--- src/shared/can_ctrl_pkg.sv ---
// constants, field positions and mode codes of the can control/status block
// assumes a single 32-bit register slave clocked by ref_clk
package can_ctrl_pkg;

  // ----------------------------------------------------------------
  // bus and register map
  // ----------------------------------------------------------------
  localparam int HADDR_W = 32;
  localparam int OFF_W = 8;
  localparam logic [OFF_W-1:0] OFF_CONTROL = 8'h00;
  localparam logic [OFF_W-1:0] OFF_STATUS = 8'h04;
  localparam logic [OFF_W-1:0] OFF_TX_STATUS = 8'h08;
  localparam int HTRANS_ACTIVE_BIT = 1;
  localparam logic [31:0] CONTROL_RESET = 32'h00010002;
  localparam logic [31:0] STATUS_RESET = 32'h00000c02;
  localparam logic [31:0] TX_STATUS_RESET = 32'h1c000000;

  // ----------------------------------------------------------------
  // field positions
  // ----------------------------------------------------------------
  localparam int CTL_DFZ = 16;
  localparam int CTL_SOFT_RESET_REQUEST = 15;
  localparam int CTL_TTC = 7;
  localparam int CTL_AUTO_BUSOFF_RECOVERY = 6;
  localparam int CTL_AWU = 5;
  localparam int CTL_ARD = 4;
  localparam int CTL_RX_FIFO_OVERWRITE_DISABLE = 3;
  localparam int CTL_TFO = 2;
  localparam int CTL_SLEEP = 1;
  localparam int CTL_INIT = 0;
  localparam int ST_RXL = 11;
  localparam int ST_RX_LAST_SAMPLE = 10;
  localparam int ST_RS = 9;
  localparam int ST_TS = 8;
  localparam int ST_SLEEP_ENTRY_IRQ_FLAG = 4;
  localparam int ST_WAKEUP_IRQ_FLAG = 3;
  localparam int ST_ERROR_IRQ_FLAG = 2;
  localparam int ST_SLEEP_STATE = 1;
  localparam int ST_IWS = 0;
  localparam int TX_LAST0 = 29;
  localparam int TX_EMPTY0 = 26;

  // ----------------------------------------------------------------
  // counts and codes
  // ----------------------------------------------------------------
  localparam int NUM_MBOX = 3;
  localparam logic [3:0] RECESSIVE_RUN = 4'hb;
  localparam logic [7:0] RECOVERY_RUNS = 8'h80;
  localparam logic [2:0] ERR_CODE_MIN = 3'h1;
  localparam logic [2:0] ERR_CODE_MAX = 3'h6;

  typedef enum logic [2:0] {
    MODE_NORMAL = 3'b000,
    MODE_INIT = 3'b001,
    MODE_SLEEP = 3'b010,
    MODE_LEAVE_INIT = 3'b011,
    MODE_LEAVE_SLEEP = 3'b100
  } mode_t;

endpackage

--- src/rtl/can_ctrl_regs.sv ---
// control and status registers and mode sequencing of a can controller
// assumes an ahb-lite master on ref_clk, the protocol core on the same
// clock, and rx pin / debug hold arriving from outside the clock domain
`timescale 1ns/1ps

module can_ctrl_regs (
  input wire logic ref_clk,
  input wire logic rstn,
  // ahb-lite slave
  input wire logic hsel,
  input wire logic [can_ctrl_pkg::HADDR_W-1:0] haddr,
  input wire logic [1:0] htrans,
  input wire logic hwrite,
  input wire logic [2:0] hsize,
  input wire logic [31:0] hwdata,
  input wire logic hready,
  output logic [31:0] hrdata,
  output logic hreadyout,
  output logic hresp,
  // asynchronous inputs
  input wire logic rx_pin,
  input wire logic debug_hold_request,
  // protocol core, same clock
  input wire logic bit_tick,
  input wire logic rx_busy,
  input wire logic tx_busy,
  input wire logic busoff_status,
  input wire logic passive_status,
  input wire logic warning_status,
  input wire logic [2:0] last_error_code,
  input wire logic busoff_irq_enable,
  input wire logic passive_irq_enable,
  input wire logic warning_irq_enable,
  input wire logic error_code_irq_enable,
  input wire logic rx_frame_valid,
  input wire logic rx_fifo_full,
  input wire logic tx_attempt_ok,
  input wire logic tx_attempt_fail,
  input wire logic [2:0] mbox_request,
  input wire logic [2:0] mbox_pending,
  input wire logic [1:0] lowest_prio_mbox,
  // controls to the protocol core
  output logic core_freeze,
  output logic core_reset,
  output logic init_mode,
  output logic sleep_mode,
  output logic busoff_recovered,
  output logic auto_retransmit_disable,
  output logic tx_order_select,
  output logic time_triggered_enable,
  output logic rx_store,
  output logic rx_overwrite,
  output logic tx_retry,
  output logic tx_done
);
  import can_ctrl_pkg::*;

  // ----------------------------------------------------------------
  // state
  // ----------------------------------------------------------------
  typedef struct packed {
    mode_t mode;
    logic in_init;
    logic in_sleep;
    logic debug_freeze;
    logic time_triggered_enable;
    logic auto_busoff_recovery;
    logic auto_wakeup;
    logic auto_retransmit_disable;
    logic rx_fifo_overwrite_disable;
    logic tx_order_select;
    logic sleep_request;
    logic init_request;
    logic soft_reset;
    logic sleep_entry_irq_flag;
    logic wakeup_irq_flag;
    logic error_irq_flag;
    logic [2:0] rx_sync;
    logic [2:0] hold_sync;
    logic rx_pin_level;
    logic hold_level;
    logic rx_last_sample;
    logic receiving_flag;
    logic transmitting_flag;
    logic [3:0] rec_cnt;
    logic rec11;
    logic [7:0] runs;
    logic sw_armed;
    logic recovered;
    logic [2:0] pending;
    logic [1:0] last_req;
    logic [2:0] last_order;
    logic freeze;
    logic rx_store;
    logic rx_overwrite;
    logic tx_retry;
    logic tx_done;
    logic ph_valid;
    logic ph_write;
    logic [OFF_W-1:0] ph_addr;
    logic [31:0] rdata;
    logic readyout;
  } state_t;

  state_t st;
  state_t next_st;
  logic take;
  logic activity;
  logic frame_busy;
  logic err_cause;
  logic wr_ctl;
  logic wr_stat;

  // ----------------------------------------------------------------
  // register read mux
  // ----------------------------------------------------------------
  // register read, reserved bits zero
  // reserved bits zero
  function automatic logic [31:0] reg_read(state_t s, logic [OFF_W-1:0] a);
    logic [31:0] v;
    v = 32'h00000000;
    unique case (a)
      OFF_CONTROL: begin
        v[CTL_DFZ] = s.debug_freeze;
        v[CTL_TTC] = s.time_triggered_enable;
        v[CTL_AUTO_BUSOFF_RECOVERY] = s.auto_busoff_recovery;
        v[CTL_AWU] = s.auto_wakeup;
        v[CTL_ARD] = s.auto_retransmit_disable;
        v[CTL_RX_FIFO_OVERWRITE_DISABLE] = s.rx_fifo_overwrite_disable;
        v[CTL_TFO] = s.tx_order_select;
        v[CTL_SLEEP] = s.sleep_request;
        v[CTL_INIT] = s.init_request;
      end
      OFF_STATUS: begin
        v[ST_RXL] = s.rx_pin_level;
        v[ST_RX_LAST_SAMPLE] = s.rx_last_sample;
        v[ST_RS] = s.receiving_flag;
        v[ST_TS] = s.transmitting_flag;
        v[ST_SLEEP_ENTRY_IRQ_FLAG] = s.sleep_entry_irq_flag;
        v[ST_WAKEUP_IRQ_FLAG] = s.wakeup_irq_flag;
        v[ST_ERROR_IRQ_FLAG] = s.error_irq_flag;
        v[ST_SLEEP_STATE] = s.in_sleep | (s.mode == MODE_LEAVE_SLEEP);
        v[ST_IWS] = s.in_init | (s.mode == MODE_LEAVE_INIT);
      end
      OFF_TX_STATUS: begin
        v[TX_LAST0 +: NUM_MBOX] = s.last_order;
        v[TX_EMPTY0 +: NUM_MBOX] = ~s.pending;
      end
      default: v = 32'h00000000;
    endcase
    return v;
  endfunction

  // ----------------------------------------------------------------
  // next state
  // ----------------------------------------------------------------
  // one combinational pass over the whole block
  always_comb begin
    next_st = st;
    next_st.soft_reset = 1'b0;
    next_st.rec11 = 1'b0;
    next_st.recovered = 1'b0;

    // bus address phase; zero wait, always okay
    take = hsel & htrans[HTRANS_ACTIVE_BIT] & hready;
    next_st.ph_valid = take;
    next_st.ph_write = hwrite;
    next_st.ph_addr = haddr[OFF_W-1:0];
    next_st.readyout = 1'b1;
    next_st.rdata = 32'h00000000;
    if (take && !hwrite) begin
      next_st.rdata = reg_read(st, haddr[OFF_W-1:0]);
    end
    wr_ctl = st.ph_valid & st.ph_write & (st.ph_addr == OFF_CONTROL);
    wr_stat = st.ph_valid & st.ph_write & (st.ph_addr == OFF_STATUS);

    // three-stage pin synchronisers, change taken when last two agree
    next_st.rx_sync = {st.rx_sync[1:0], rx_pin};
    next_st.hold_sync = {st.hold_sync[1:0], debug_hold_request};
    activity = 1'b0;
    if (st.rx_sync[1] == st.rx_sync[2]) begin
      next_st.rx_pin_level = st.rx_sync[2];
      activity = st.rx_pin_level & !st.rx_sync[2];
    end
    if (st.hold_sync[1] == st.hold_sync[2]) begin
      next_st.hold_level = st.hold_sync[2];
    end

    next_st.freeze = st.debug_freeze & st.hold_level;

    next_st.receiving_flag = rx_busy;
    next_st.transmitting_flag = tx_busy;
    frame_busy = rx_busy | tx_busy;

    // sample pin at bit sample point
    if (bit_tick) begin
      next_st.rx_last_sample = st.rx_pin_level;
    end

    // runs of eleven recessive bits
    if (bit_tick) begin
      if (!st.rx_pin_level) begin
        next_st.rec_cnt = 4'h0;
      end else if (st.rec_cnt == RECESSIVE_RUN - 4'h1) begin
        next_st.rec_cnt = 4'h0;
        next_st.rec11 = 1'b1;
      end else begin
        next_st.rec_cnt = st.rec_cnt + 4'h1;
      end
    end

    // mode sequencing
    unique case (st.mode)
      MODE_NORMAL: begin
        if (st.init_request && !frame_busy) begin
          next_st.mode = MODE_INIT;
        end else if (st.sleep_request && !frame_busy) begin
          next_st.mode = MODE_SLEEP;
        end
      end
      MODE_INIT: begin
        if (!st.init_request) begin
          next_st.mode = st.sleep_request ? MODE_SLEEP : MODE_LEAVE_INIT;
        end
      end
      MODE_LEAVE_INIT: begin
        if (st.init_request) begin
          next_st.mode = MODE_INIT;
        end else if (st.rec11) begin
          next_st.mode = MODE_NORMAL;
        end
      end
      MODE_SLEEP: begin
        if (st.init_request) begin
          next_st.mode = MODE_INIT;
        end else if (!st.sleep_request) begin
          next_st.mode = MODE_LEAVE_SLEEP;
        end else if (st.auto_wakeup && activity) begin
          next_st.mode = MODE_LEAVE_SLEEP;
        end
      end
      MODE_LEAVE_SLEEP: begin
        // sleep flag held until recessive run
        if (st.sleep_request) begin
          next_st.mode = MODE_SLEEP;
        end else if (st.rec11) begin
          next_st.mode = MODE_NORMAL;
        end
      end
      default: next_st.mode = MODE_SLEEP;
    endcase

    // fresh recessive run on every leave
    if ((next_st.mode == MODE_LEAVE_INIT && st.mode != MODE_LEAVE_INIT) ||
        (next_st.mode == MODE_LEAVE_SLEEP &&
         st.mode != MODE_LEAVE_SLEEP)) begin
      next_st.rec_cnt = 4'h0;
      next_st.rec11 = 1'b0;
    end

    // arm recovery, automatic or via init exit
    if (!busoff_status) begin
      next_st.sw_armed = 1'b0;
    end else if (st.mode == MODE_LEAVE_INIT) begin
      next_st.sw_armed = 1'b1;
    end
    if (!busoff_status || !(st.auto_busoff_recovery || st.sw_armed)) begin
      next_st.runs = 8'h00;
    end else if (st.rec11) begin
      if (st.runs == RECOVERY_RUNS - 8'h01) begin
        next_st.runs = 8'h00;
        next_st.recovered = 1'b1;
      end else begin
        next_st.runs = st.runs + 8'h01;
      end
    end

    // overwrite or discard on full fifo
    next_st.rx_store = rx_frame_valid &
                       (!rx_fifo_full | !st.rx_fifo_overwrite_disable);
    next_st.rx_overwrite = rx_frame_valid & rx_fifo_full &
                           !st.rx_fifo_overwrite_disable;
    next_st.tx_retry = tx_attempt_fail & !st.auto_retransmit_disable;
    next_st.tx_done = tx_attempt_ok |
                      (tx_attempt_fail & st.auto_retransmit_disable);

    for (int i = 0; i < NUM_MBOX; i++) begin
      if (mbox_request[i]) begin
        next_st.last_req = 2'(i);
      end
    end
    next_st.pending = mbox_pending;
    for (int i = 0; i < NUM_MBOX; i++) begin
      next_st.last_order[i] =
        ((st.pending[0] & st.pending[1]) | (st.pending[0] & st.pending[2]) |
         (st.pending[1] & st.pending[2])) & st.pending[i] &
        ((st.tx_order_select ? st.last_req : lowest_prio_mbox) == 2'(i));
    end

    // control writes
    if (wr_ctl) begin
      next_st.debug_freeze = hwdata[CTL_DFZ];
      next_st.time_triggered_enable = hwdata[CTL_TTC];
      next_st.auto_busoff_recovery = hwdata[CTL_AUTO_BUSOFF_RECOVERY];
      next_st.auto_wakeup = hwdata[CTL_AWU];
      next_st.auto_retransmit_disable = hwdata[CTL_ARD];
      next_st.rx_fifo_overwrite_disable = hwdata[CTL_RX_FIFO_OVERWRITE_DISABLE];
      next_st.tx_order_select = hwdata[CTL_TFO];
      next_st.sleep_request = hwdata[CTL_SLEEP];
      next_st.init_request = hwdata[CTL_INIT];
    end
    if (wr_stat) begin
      if (hwdata[ST_SLEEP_ENTRY_IRQ_FLAG]) next_st.sleep_entry_irq_flag = 1'b0;
      if (hwdata[ST_WAKEUP_IRQ_FLAG]) next_st.wakeup_irq_flag = 1'b0;
      if (hwdata[ST_ERROR_IRQ_FLAG]) next_st.error_irq_flag = 1'b0;
    end

    // hardware sets after status clears so a status write never loses an event; a soft reset still drops one
    // hardware drops sleep request
    if (st.mode == MODE_SLEEP && st.auto_wakeup && activity &&
        !st.init_request) begin
      next_st.sleep_request = 1'b0;
    end
    if (st.mode == MODE_SLEEP && activity) begin
      next_st.wakeup_irq_flag = 1'b1;
    end
    // set on entry, dropped outside sleep
    if (next_st.mode == MODE_SLEEP && st.mode != MODE_SLEEP) begin
      next_st.sleep_entry_irq_flag = 1'b1;
    end else if (next_st.mode != MODE_SLEEP &&
                 next_st.mode != MODE_LEAVE_SLEEP) begin
      next_st.sleep_entry_irq_flag = 1'b0;
    end
    err_cause = (busoff_status & busoff_irq_enable) |
                (passive_status & passive_irq_enable) |
                (warning_status & warning_irq_enable) |
                (error_code_irq_enable &&
                 last_error_code >= ERR_CODE_MIN &&
                 last_error_code <= ERR_CODE_MAX);
    if (err_cause) begin
      next_st.error_irq_flag = 1'b1;
    end

    if (wr_ctl && hwdata[CTL_SOFT_RESET_REQUEST]) begin
      next_st.soft_reset = 1'b1;
      next_st.mode = MODE_SLEEP;
      next_st.debug_freeze = CONTROL_RESET[CTL_DFZ];
      next_st.time_triggered_enable = CONTROL_RESET[CTL_TTC];
      next_st.auto_busoff_recovery = CONTROL_RESET[CTL_AUTO_BUSOFF_RECOVERY];
      next_st.auto_wakeup = CONTROL_RESET[CTL_AWU];
      next_st.auto_retransmit_disable = CONTROL_RESET[CTL_ARD];
      next_st.rx_fifo_overwrite_disable = CONTROL_RESET[CTL_RX_FIFO_OVERWRITE_DISABLE];
      next_st.tx_order_select = CONTROL_RESET[CTL_TFO];
      next_st.sleep_request = CONTROL_RESET[CTL_SLEEP];
      next_st.init_request = CONTROL_RESET[CTL_INIT];
      next_st.sleep_entry_irq_flag = STATUS_RESET[ST_SLEEP_ENTRY_IRQ_FLAG];
      next_st.wakeup_irq_flag = STATUS_RESET[ST_WAKEUP_IRQ_FLAG];
      next_st.error_irq_flag = STATUS_RESET[ST_ERROR_IRQ_FLAG];
      next_st.runs = 8'h00;
      next_st.sw_armed = 1'b0;
    end

    next_st.in_init = (next_st.mode == MODE_INIT);
    next_st.in_sleep = (next_st.mode == MODE_SLEEP);
  end

  // ----------------------------------------------------------------
  // state register
  // ----------------------------------------------------------------
  // constant reset values only
  always_ff @(posedge ref_clk or negedge rstn) begin
    if (!rstn) begin
      st <= '0;
      st.mode <= MODE_SLEEP;
      st.in_sleep <= 1'b1;
      st.debug_freeze <= CONTROL_RESET[CTL_DFZ];
      st.sleep_request <= CONTROL_RESET[CTL_SLEEP];
      st.rx_sync <= 3'h7;
      st.hold_sync <= 3'h0;
      st.rx_pin_level <= STATUS_RESET[ST_RXL];
      st.rx_last_sample <= STATUS_RESET[ST_RX_LAST_SAMPLE];
    end else begin
      st <= next_st;
    end
  end

  // outputs straight from the state register, hresp tied low
  assign hrdata = st.rdata;
  assign hreadyout = st.readyout;
  assign hresp = 1'b0;
  assign core_freeze = st.freeze;
  assign core_reset = st.soft_reset;
  assign init_mode = st.in_init;
  assign sleep_mode = st.in_sleep;
  assign busoff_recovered = st.recovered;
  assign auto_retransmit_disable = st.auto_retransmit_disable;
  assign tx_order_select = st.tx_order_select;
  assign time_triggered_enable = st.time_triggered_enable;
  assign rx_store = st.rx_store;
  assign rx_overwrite = st.rx_overwrite;
  assign tx_retry = st.tx_retry;
  assign tx_done = st.tx_done;
endmodule

--- config.mk ---
export PLATFORM = sky130hd
export DESIGN_NAME = can_ctrl_regs
export DESIGN_NICKNAME = d
export VERILOG_FILES = /design/src/shared/can_ctrl_pkg.sv /design/src/rtl/can_ctrl_regs.sv
export SDC_FILE = /design/constraint.sdc
export NUM_CORES = 1
export LEC_CHECK = 0
export BUFFER_PORTS_ARGS = -buffer_cell sky130_fd_sc_hd__buf_4
export CORE_UTILIZATION = 41
export DETAILED_ROUTE_END_ITERATION = 16
export PLACE_DENSITY = 0.69
export SLEW_MARGIN = 20
export SYNTH_ARGS = -nofsm -noshare
export SYNTH_HDL_FRONTEND = slang
export SYNTH_SLANG_ARGS = --single-unit
--- constraint.sdc ---
create_clock -name ref_clk -period 4.9 [get_ports ref_clk]
set_input_delay 0.98 -clock ref_clk [delete_from_list [all_inputs] [get_ports ref_clk]]
set_output_delay 0.98 -clock ref_clk [all_outputs]
set_load 0.01 [all_outputs]
---- After elaboration in Yosys (flattened, before gate mapping) ----
Index checks and enable logic that the tools add are counted.
W data, S select, Z words.
word-level totals
  flip-flop bits (word level) ............. 100
  bits in latches ......................... 0
  bits in writable memories ............... 0
  memory bits (read-only) ................. 0
  input bits .............................. 101
  output and inout port bits .............. 46
  word-level logic and storage cells ...... 198
  memories kept ........................... 0
operators by class
  add/subtract/negate cells ............... 2
  $mul .................................... 0
  div/mod/pow operators ................... 0
  magnitude comparators ................... 2
  equality and inequality tests ........... 24
  shift-type cells ........................ 0
  mux-type cells .......................... 49
  bitwise gates (word level) .............. 35
  reduce and logical (&&, ||, !) cells .... 45
operators by type and width
  operator               count
  $mux W3                12
  $mux W32               1
  $and A1 B1 Y1          24
  $mux W8                3
  $reduce_bool A3 Y1     7
  $mux W1                18
  $mux W9                2
  $eq A8 B3 Y1 const B   2
  $logic_not A8 Y1       2
  $eq A3 B2 Y1 const B   5
  $logic_and A1 B1 Y1    15
  $pmux W3 S5            1
  $mux W13               1
  $mux W4                3
  $mux W5                2
  $or A1 B1 Y1           10
  $pmux W5 S2            1
  $logic_not A1 Y1       9
  $ne A3 B2 Y1 const B   3
  $add A8 B1 Y8 const B  1
  $eq A8 B4 Y1 const B   1
  $eq A8 B7 Y1 const B   1
  $mux W2                4
  $reduce_bool A4 Y1     2
  other kinds (18)       27

---- Longest topological paths before layout ----
  depth after elaboration ................. 13
  depth in mapped cells ................... 6
  mapped depth without buffers ............ 6

---- Worst setup path before layout ----
OpenSTA, ideal clock, no wires.
  path type ............................... input -> register
  start ................................... input tx_busy
  end ..................................... register st[66] (netlist bit)
  setup time .............................. 0.143 ns
  data arrival time ....................... 1.998 ns
  data required time ...................... 4.757 ns
  path slack .............................. 2.759 ns
  cell stages on the path ................. 4
  path buffers ............................ 0
  path through ............................ or2_2 a221o_1 o2bb2ai_1 a21oi_1
RTL lines
  element                 line                  RTL
  start: declaration      can_ctrl_regs.sv:26   input wire logic tx_busy,
  end signal: assignment  can_ctrl_regs.sv:383  st <= next_st;
  end: declaration        can_ctrl_regs.sv:105  state_t st;

==> results.txt <==
Count of buffers added by post-CTS timing repair for setup - 0
Fill cells - 777
Total count of max-transition violations in the final report - 0
Post-synthesis xor/xnor area fraction - 1.409%
Final wirelength - 7.385 mm
Cell Rows - 34
Clock insertion delay at the later pin of the skew report - 0.35 ns
RSZ-0062 raised after global routing - false
Number of buffers inserted during clock tree synthesis - 9
Fraction of the mapped netlist area in simple logic gates - 16.17%
TritonCTS clock tree - built
Die Wd - 97.38 um
Area of placed instances - 4257 um^2
Share of the yosys chip area belonging to registers - 58.67%
Area of the core - 8763 um^2
Final-stage net count - 495
Highest ir drop seen on vdd - 220.5 uV
Worst min-delay path startpoint - next_st[80]$_DFF_PN1_
Post-route standard cell area excluding fillers - 4473 um^2
Largest delay contributor family on the critical path - simple AND/OR/NAND/NOR gates
Count of yosys warnings during synthesis - 0
Post-detail-place hpwl - 5.282 mm
Compound-Gate Fraction of Synth Area - 10.60%
Sequential power share - 54.5%
Worst Hold Class - flip-flop to flip-flop
Number of inserted diodes - 0
Reg2reg start - st[33]$_DFF_PN0_
Final hold violation count - 0
Worst Path Required - 5.18 ns
Cell-internal power - 1082 uW
Root Driver - sky130_fd_sc_hd__clkbuf_8
Drt via density - 5.133
Number of clock sinks - 87
Proportion of synthesized area in mux cells - 2.583%
Global-route wire length before repair - 12.38 mm
Comb pwr share - 7.8%
Die H - 97.38 um
Number of DRC violations after detailed routing - 0
Hold buffers post-CTS - 0
DRT Pass-1 Iters - 4
Pin count of the biggest net entering global routing - 88
Die Footprint - 9483 um^2
Tightest Pin Transition - 0.7451 ns
Number of setup violations in the final report - 0
Final critical-path share of the clock period - 49.78%
H-tree levels - 3
Flop and latch count out of synthesis - 87
Antenna-violating nets left - 0
Aggregate global-route resource usage - 16.59%
Clock Power Share - 37.7%
Number of antenna violations at the first check in global routing - 0
Largest stage delay on the critical path - 0.61 ns
Critical path startpoint category - input port
Data arrival time at the worst-slack endpoint - 2.72 ns
Maximum frequency from static timing analysis - 410.0 MHz
Predominant post-synthesis flop cell - sky130_fd_sc_hd__dfrtp_1
Async SR Flop Fraction - 100.0%
Max-slew headroom at the worst pin - 49.96%
Count of boundary I/O pins - 147
List of cells traversed by the critical path - buf_4, nor4_1, nand4b_1, nor2_1, and2_1
Placer's final routability congestion estimate - 0.7601
Iteration-0 DRC Markers - 134
Via count of the first global-routing pass - 2646
Number of enable-type register cells in the synthesized netlist - 0
Layout Skew - 0.01130 ns
PostCTS Resize Cnt - 0
Total vias in the final route - 2587
GRT Residual Overflow - 0
Share of post-route cells with drive strength above 1 - 30.05%
Yosys cell types - 58
Switching pwr - 311.6 uW
Critical Setup Path Class - input port to flip-flop
Synth Area in Adders - 1.543%
Setup_tns - 0 ns
Slowest cell on the critical path - sky130_fd_sc_hd__nand4b_1
Start point of the critical path - haddr[4]
Average cell area after synthesis - 11.51 um^2
Post-synth design cell area - 3730 um^2
Initial core utilization - 42.56%
# port buffers - 82
Flip-flop count of the largest register, all copies and words added - 51
DR WL/cell - 14.65 um
Worst-path clk slew - 0.09 ns
Gate Count Post-Synth - 324
Buffers & Inverters on Critical Path - 1
Final critical delay including setup and external delays - 2.439 ns
Synth-to-Final Area Change - 19.93%
Top reg by flops - st
Max Cap Violations - 0
Longest Clk Path Bufs - 2
Largest family of logic cells by synthesized area - simple AND/OR/NAND/NOR gates
Pwr Density - 311.6 nW/um^2
Switching power share of the total - 22.36%
Largest fanout on the critical path - 11
Leakage power - 0.002116 uW
Element type at the critical path end - flip-flop
Result of the run - finished, final reports clean
-- cell usage in the layout, fill, tap and decap left out, types with 3 or more instances in the layout --
cell	n
sky130_fd_sc_hd__ha_1	3
sky130_fd_sc_hd__mux2i_1	4
sky130_fd_sc_hd__dfstp_2	9
sky130_fd_sc_hd__nand3b_1	8
sky130_fd_sc_hd__o211ai_1	4
sky130_fd_sc_hd__xor2_1	5
sky130_fd_sc_hd__a21oi_1	12
sky130_fd_sc_hd__and3_1	3
sky130_fd_sc_hd__mux2_2	5
sky130_fd_sc_hd__a2bb2oi_1	4
sky130_fd_sc_hd__nor2b_1	6
sky130_fd_sc_hd__nand2_1	13
sky130_fd_sc_hd__clkbuf_8	9
sky130_fd_sc_hd__inv_1	15
sky130_fd_sc_hd__nor3b_1	4
sky130_fd_sc_hd__dfrtp_1	78
sky130_fd_sc_hd__nand4_1	5
sky130_fd_sc_hd__nand3_1	5
sky130_fd_sc_hd__o21ai_0	16
sky130_fd_sc_hd__and2_1	9
sky130_fd_sc_hd__conb_1	15
sky130_fd_sc_hd__nor3_1	9
sky130_fd_sc_hd__nor2_1	22
sky130_fd_sc_hd__buf_4	81
sky130_fd_sc_hd__o2bb2ai_1	3
-- synth_stat cells, types with 2 or more instances --
cell type	n	share of area, %
sky130_fd_sc_hd__dfrtp_1	78	52
sky130_fd_sc_hd__buf_4	33	6.6
sky130_fd_sc_hd__nor2_1	22	2.2
sky130_fd_sc_hd__o21ai_0	16	2.1
sky130_fd_sc_hd__inv_1	15	1.5
sky130_fd_sc_hd__nand2_1	13	1.3
sky130_fd_sc_hd__a21oi_1	12	1.6
sky130_fd_sc_hd__and2_1	9	1.5
sky130_fd_sc_hd__dfstp_2	9	6.3
sky130_fd_sc_hd__nor3_1	9	1.2
sky130_fd_sc_hd__nand3b_1	8	1.6
sky130_fd_sc_hd__nor2b_1	6	1.0
sky130_fd_sc_hd__mux2_2	5	1.5
sky130_fd_sc_hd__nand3_1	5	0.67
sky130_fd_sc_hd__nand4_1	5	0.84
sky130_fd_sc_hd__xor2_1	5	1.2
sky130_fd_sc_hd__a2bb2oi_1	4	0.94
sky130_fd_sc_hd__clkbuf_1	4	0.40
sky130_fd_sc_hd__mux2i_1	4	1.1
sky130_fd_sc_hd__nor3b_1	4	0.81
sky130_fd_sc_hd__o211ai_1	4	0.81
sky130_fd_sc_hd__and3_1	3	0.50
sky130_fd_sc_hd__ha_1	3	1.0
sky130_fd_sc_hd__o2bb2ai_1	3	0.70
sky130_fd_sc_hd__a211oi_1	2	0.40
sky130_fd_sc_hd__and3b_1	2	0.47
sky130_fd_sc_hd__buf_2	2	0.27
sky130_fd_sc_hd__conb_1	2	0.20
sky130_fd_sc_hd__maj3_1	2	0.54
sky130_fd_sc_hd__nand2b_1	2	0.34
sky130_fd_sc_hd__nor4_1	2	0.34
sky130_fd_sc_hd__o311ai_0	2	0.47
sky130_fd_sc_hd__or2_2	2	0.34
sky130_fd_sc_hd__or3_1	2	0.34
sky130_fd_sc_hd__or4_4	2	0.60
-- cells by family (layout without fill, tap and decap cells) --
kind of cell,Yosys count,in the layout
AND/OR/NAND/NOR,103,103
multiplexers,9,9
XOR/XNOR,6,6
AO/OA/AOI/OAI,58,58
flip-flops,87,87
other,2,15
adder cells (fa/ha/maj),5,5
buffers and inverters,54,113
-- metal layers --
metal | track usage, % | part of all wire (%) | vias to the layer above | routed length, um
met5 | 0 | 0 | - | 0
met3 | 4.964 | 4.9 | 15 | 360
met4 | 6.448 | 2.1 | 0 | 153
met2 | 27.00 | 50 | 79 | 3692
met1 | 20.76 | 43 | 1272 | 3179
li1 | - | - | 1221 | -
-- path summary, 6_finish.rpt --
kind,endpoint,slack [ns],depth (start not counted)
max,hrdata[10]$_DFF_PN0_,2.46,5
min,next_st[81]$_DFF_PN1_,0.36,0
max reg2reg,st[87]$_DFFE_PN1P_,2.78,4
min reg2reg,next_st[81]$_DFF_PN1_,0.36,0
max in group asynchronous,rx_overwrite$_DFF_PN0_,3.71,1
min in group asynchronous,st[67]$_DFFE_PN0P_,0.65,1
-- metrics by stage --
stage	worst slack, ns	hold WS, ns	util, %	cells	total power, uW
after global placement	2.098	0.3341	48.57	488	877.7
after floorplan	2.759	0.3312	-	337	824.3
after CTS	2.443	0.3595	51.00	504	1412
after global routing	2.321	0.3675	51.04	504	1457
after detailed placement	2.068	0.3507	48.57	488	883.7
final	2.461	0.3598	51.04	504	1394
-- power groups by stage --
stage / Combinational [uW] / Sequential [uW] / Clock [uW]
2_1_floorplan: 55.0 / 769 / 0
3_3_place_gp: 106 / 772 / 0
3_5_place_dp: 111 / 773 / 0
4_1_cts: 111 / 759 / 541
5_1_grt: 122 / 763 / 572
6_report: 109 / 759 / 525
-- area by class of cell --
| cell class | count | area (um^2) | area share [%] |
|---|---|---|---|
| clock buffers | 10 | 127.6 | 2.853 |
| clock inverters | 6 | 85.08 | 1.902 |
| inverters | 15 | 56.30 | 1.259 |
| multi-input cells | 196 | 1261 | 28.20 |
| flip-flops and latches | 87 | 2188 | 48.92 |
| well taps | 108 | 135.1 | 3.021 |
| repair buffers | 82 | 619.3 | 13.85 |
No activity file was read; power rests on OpenSTA's default activity.
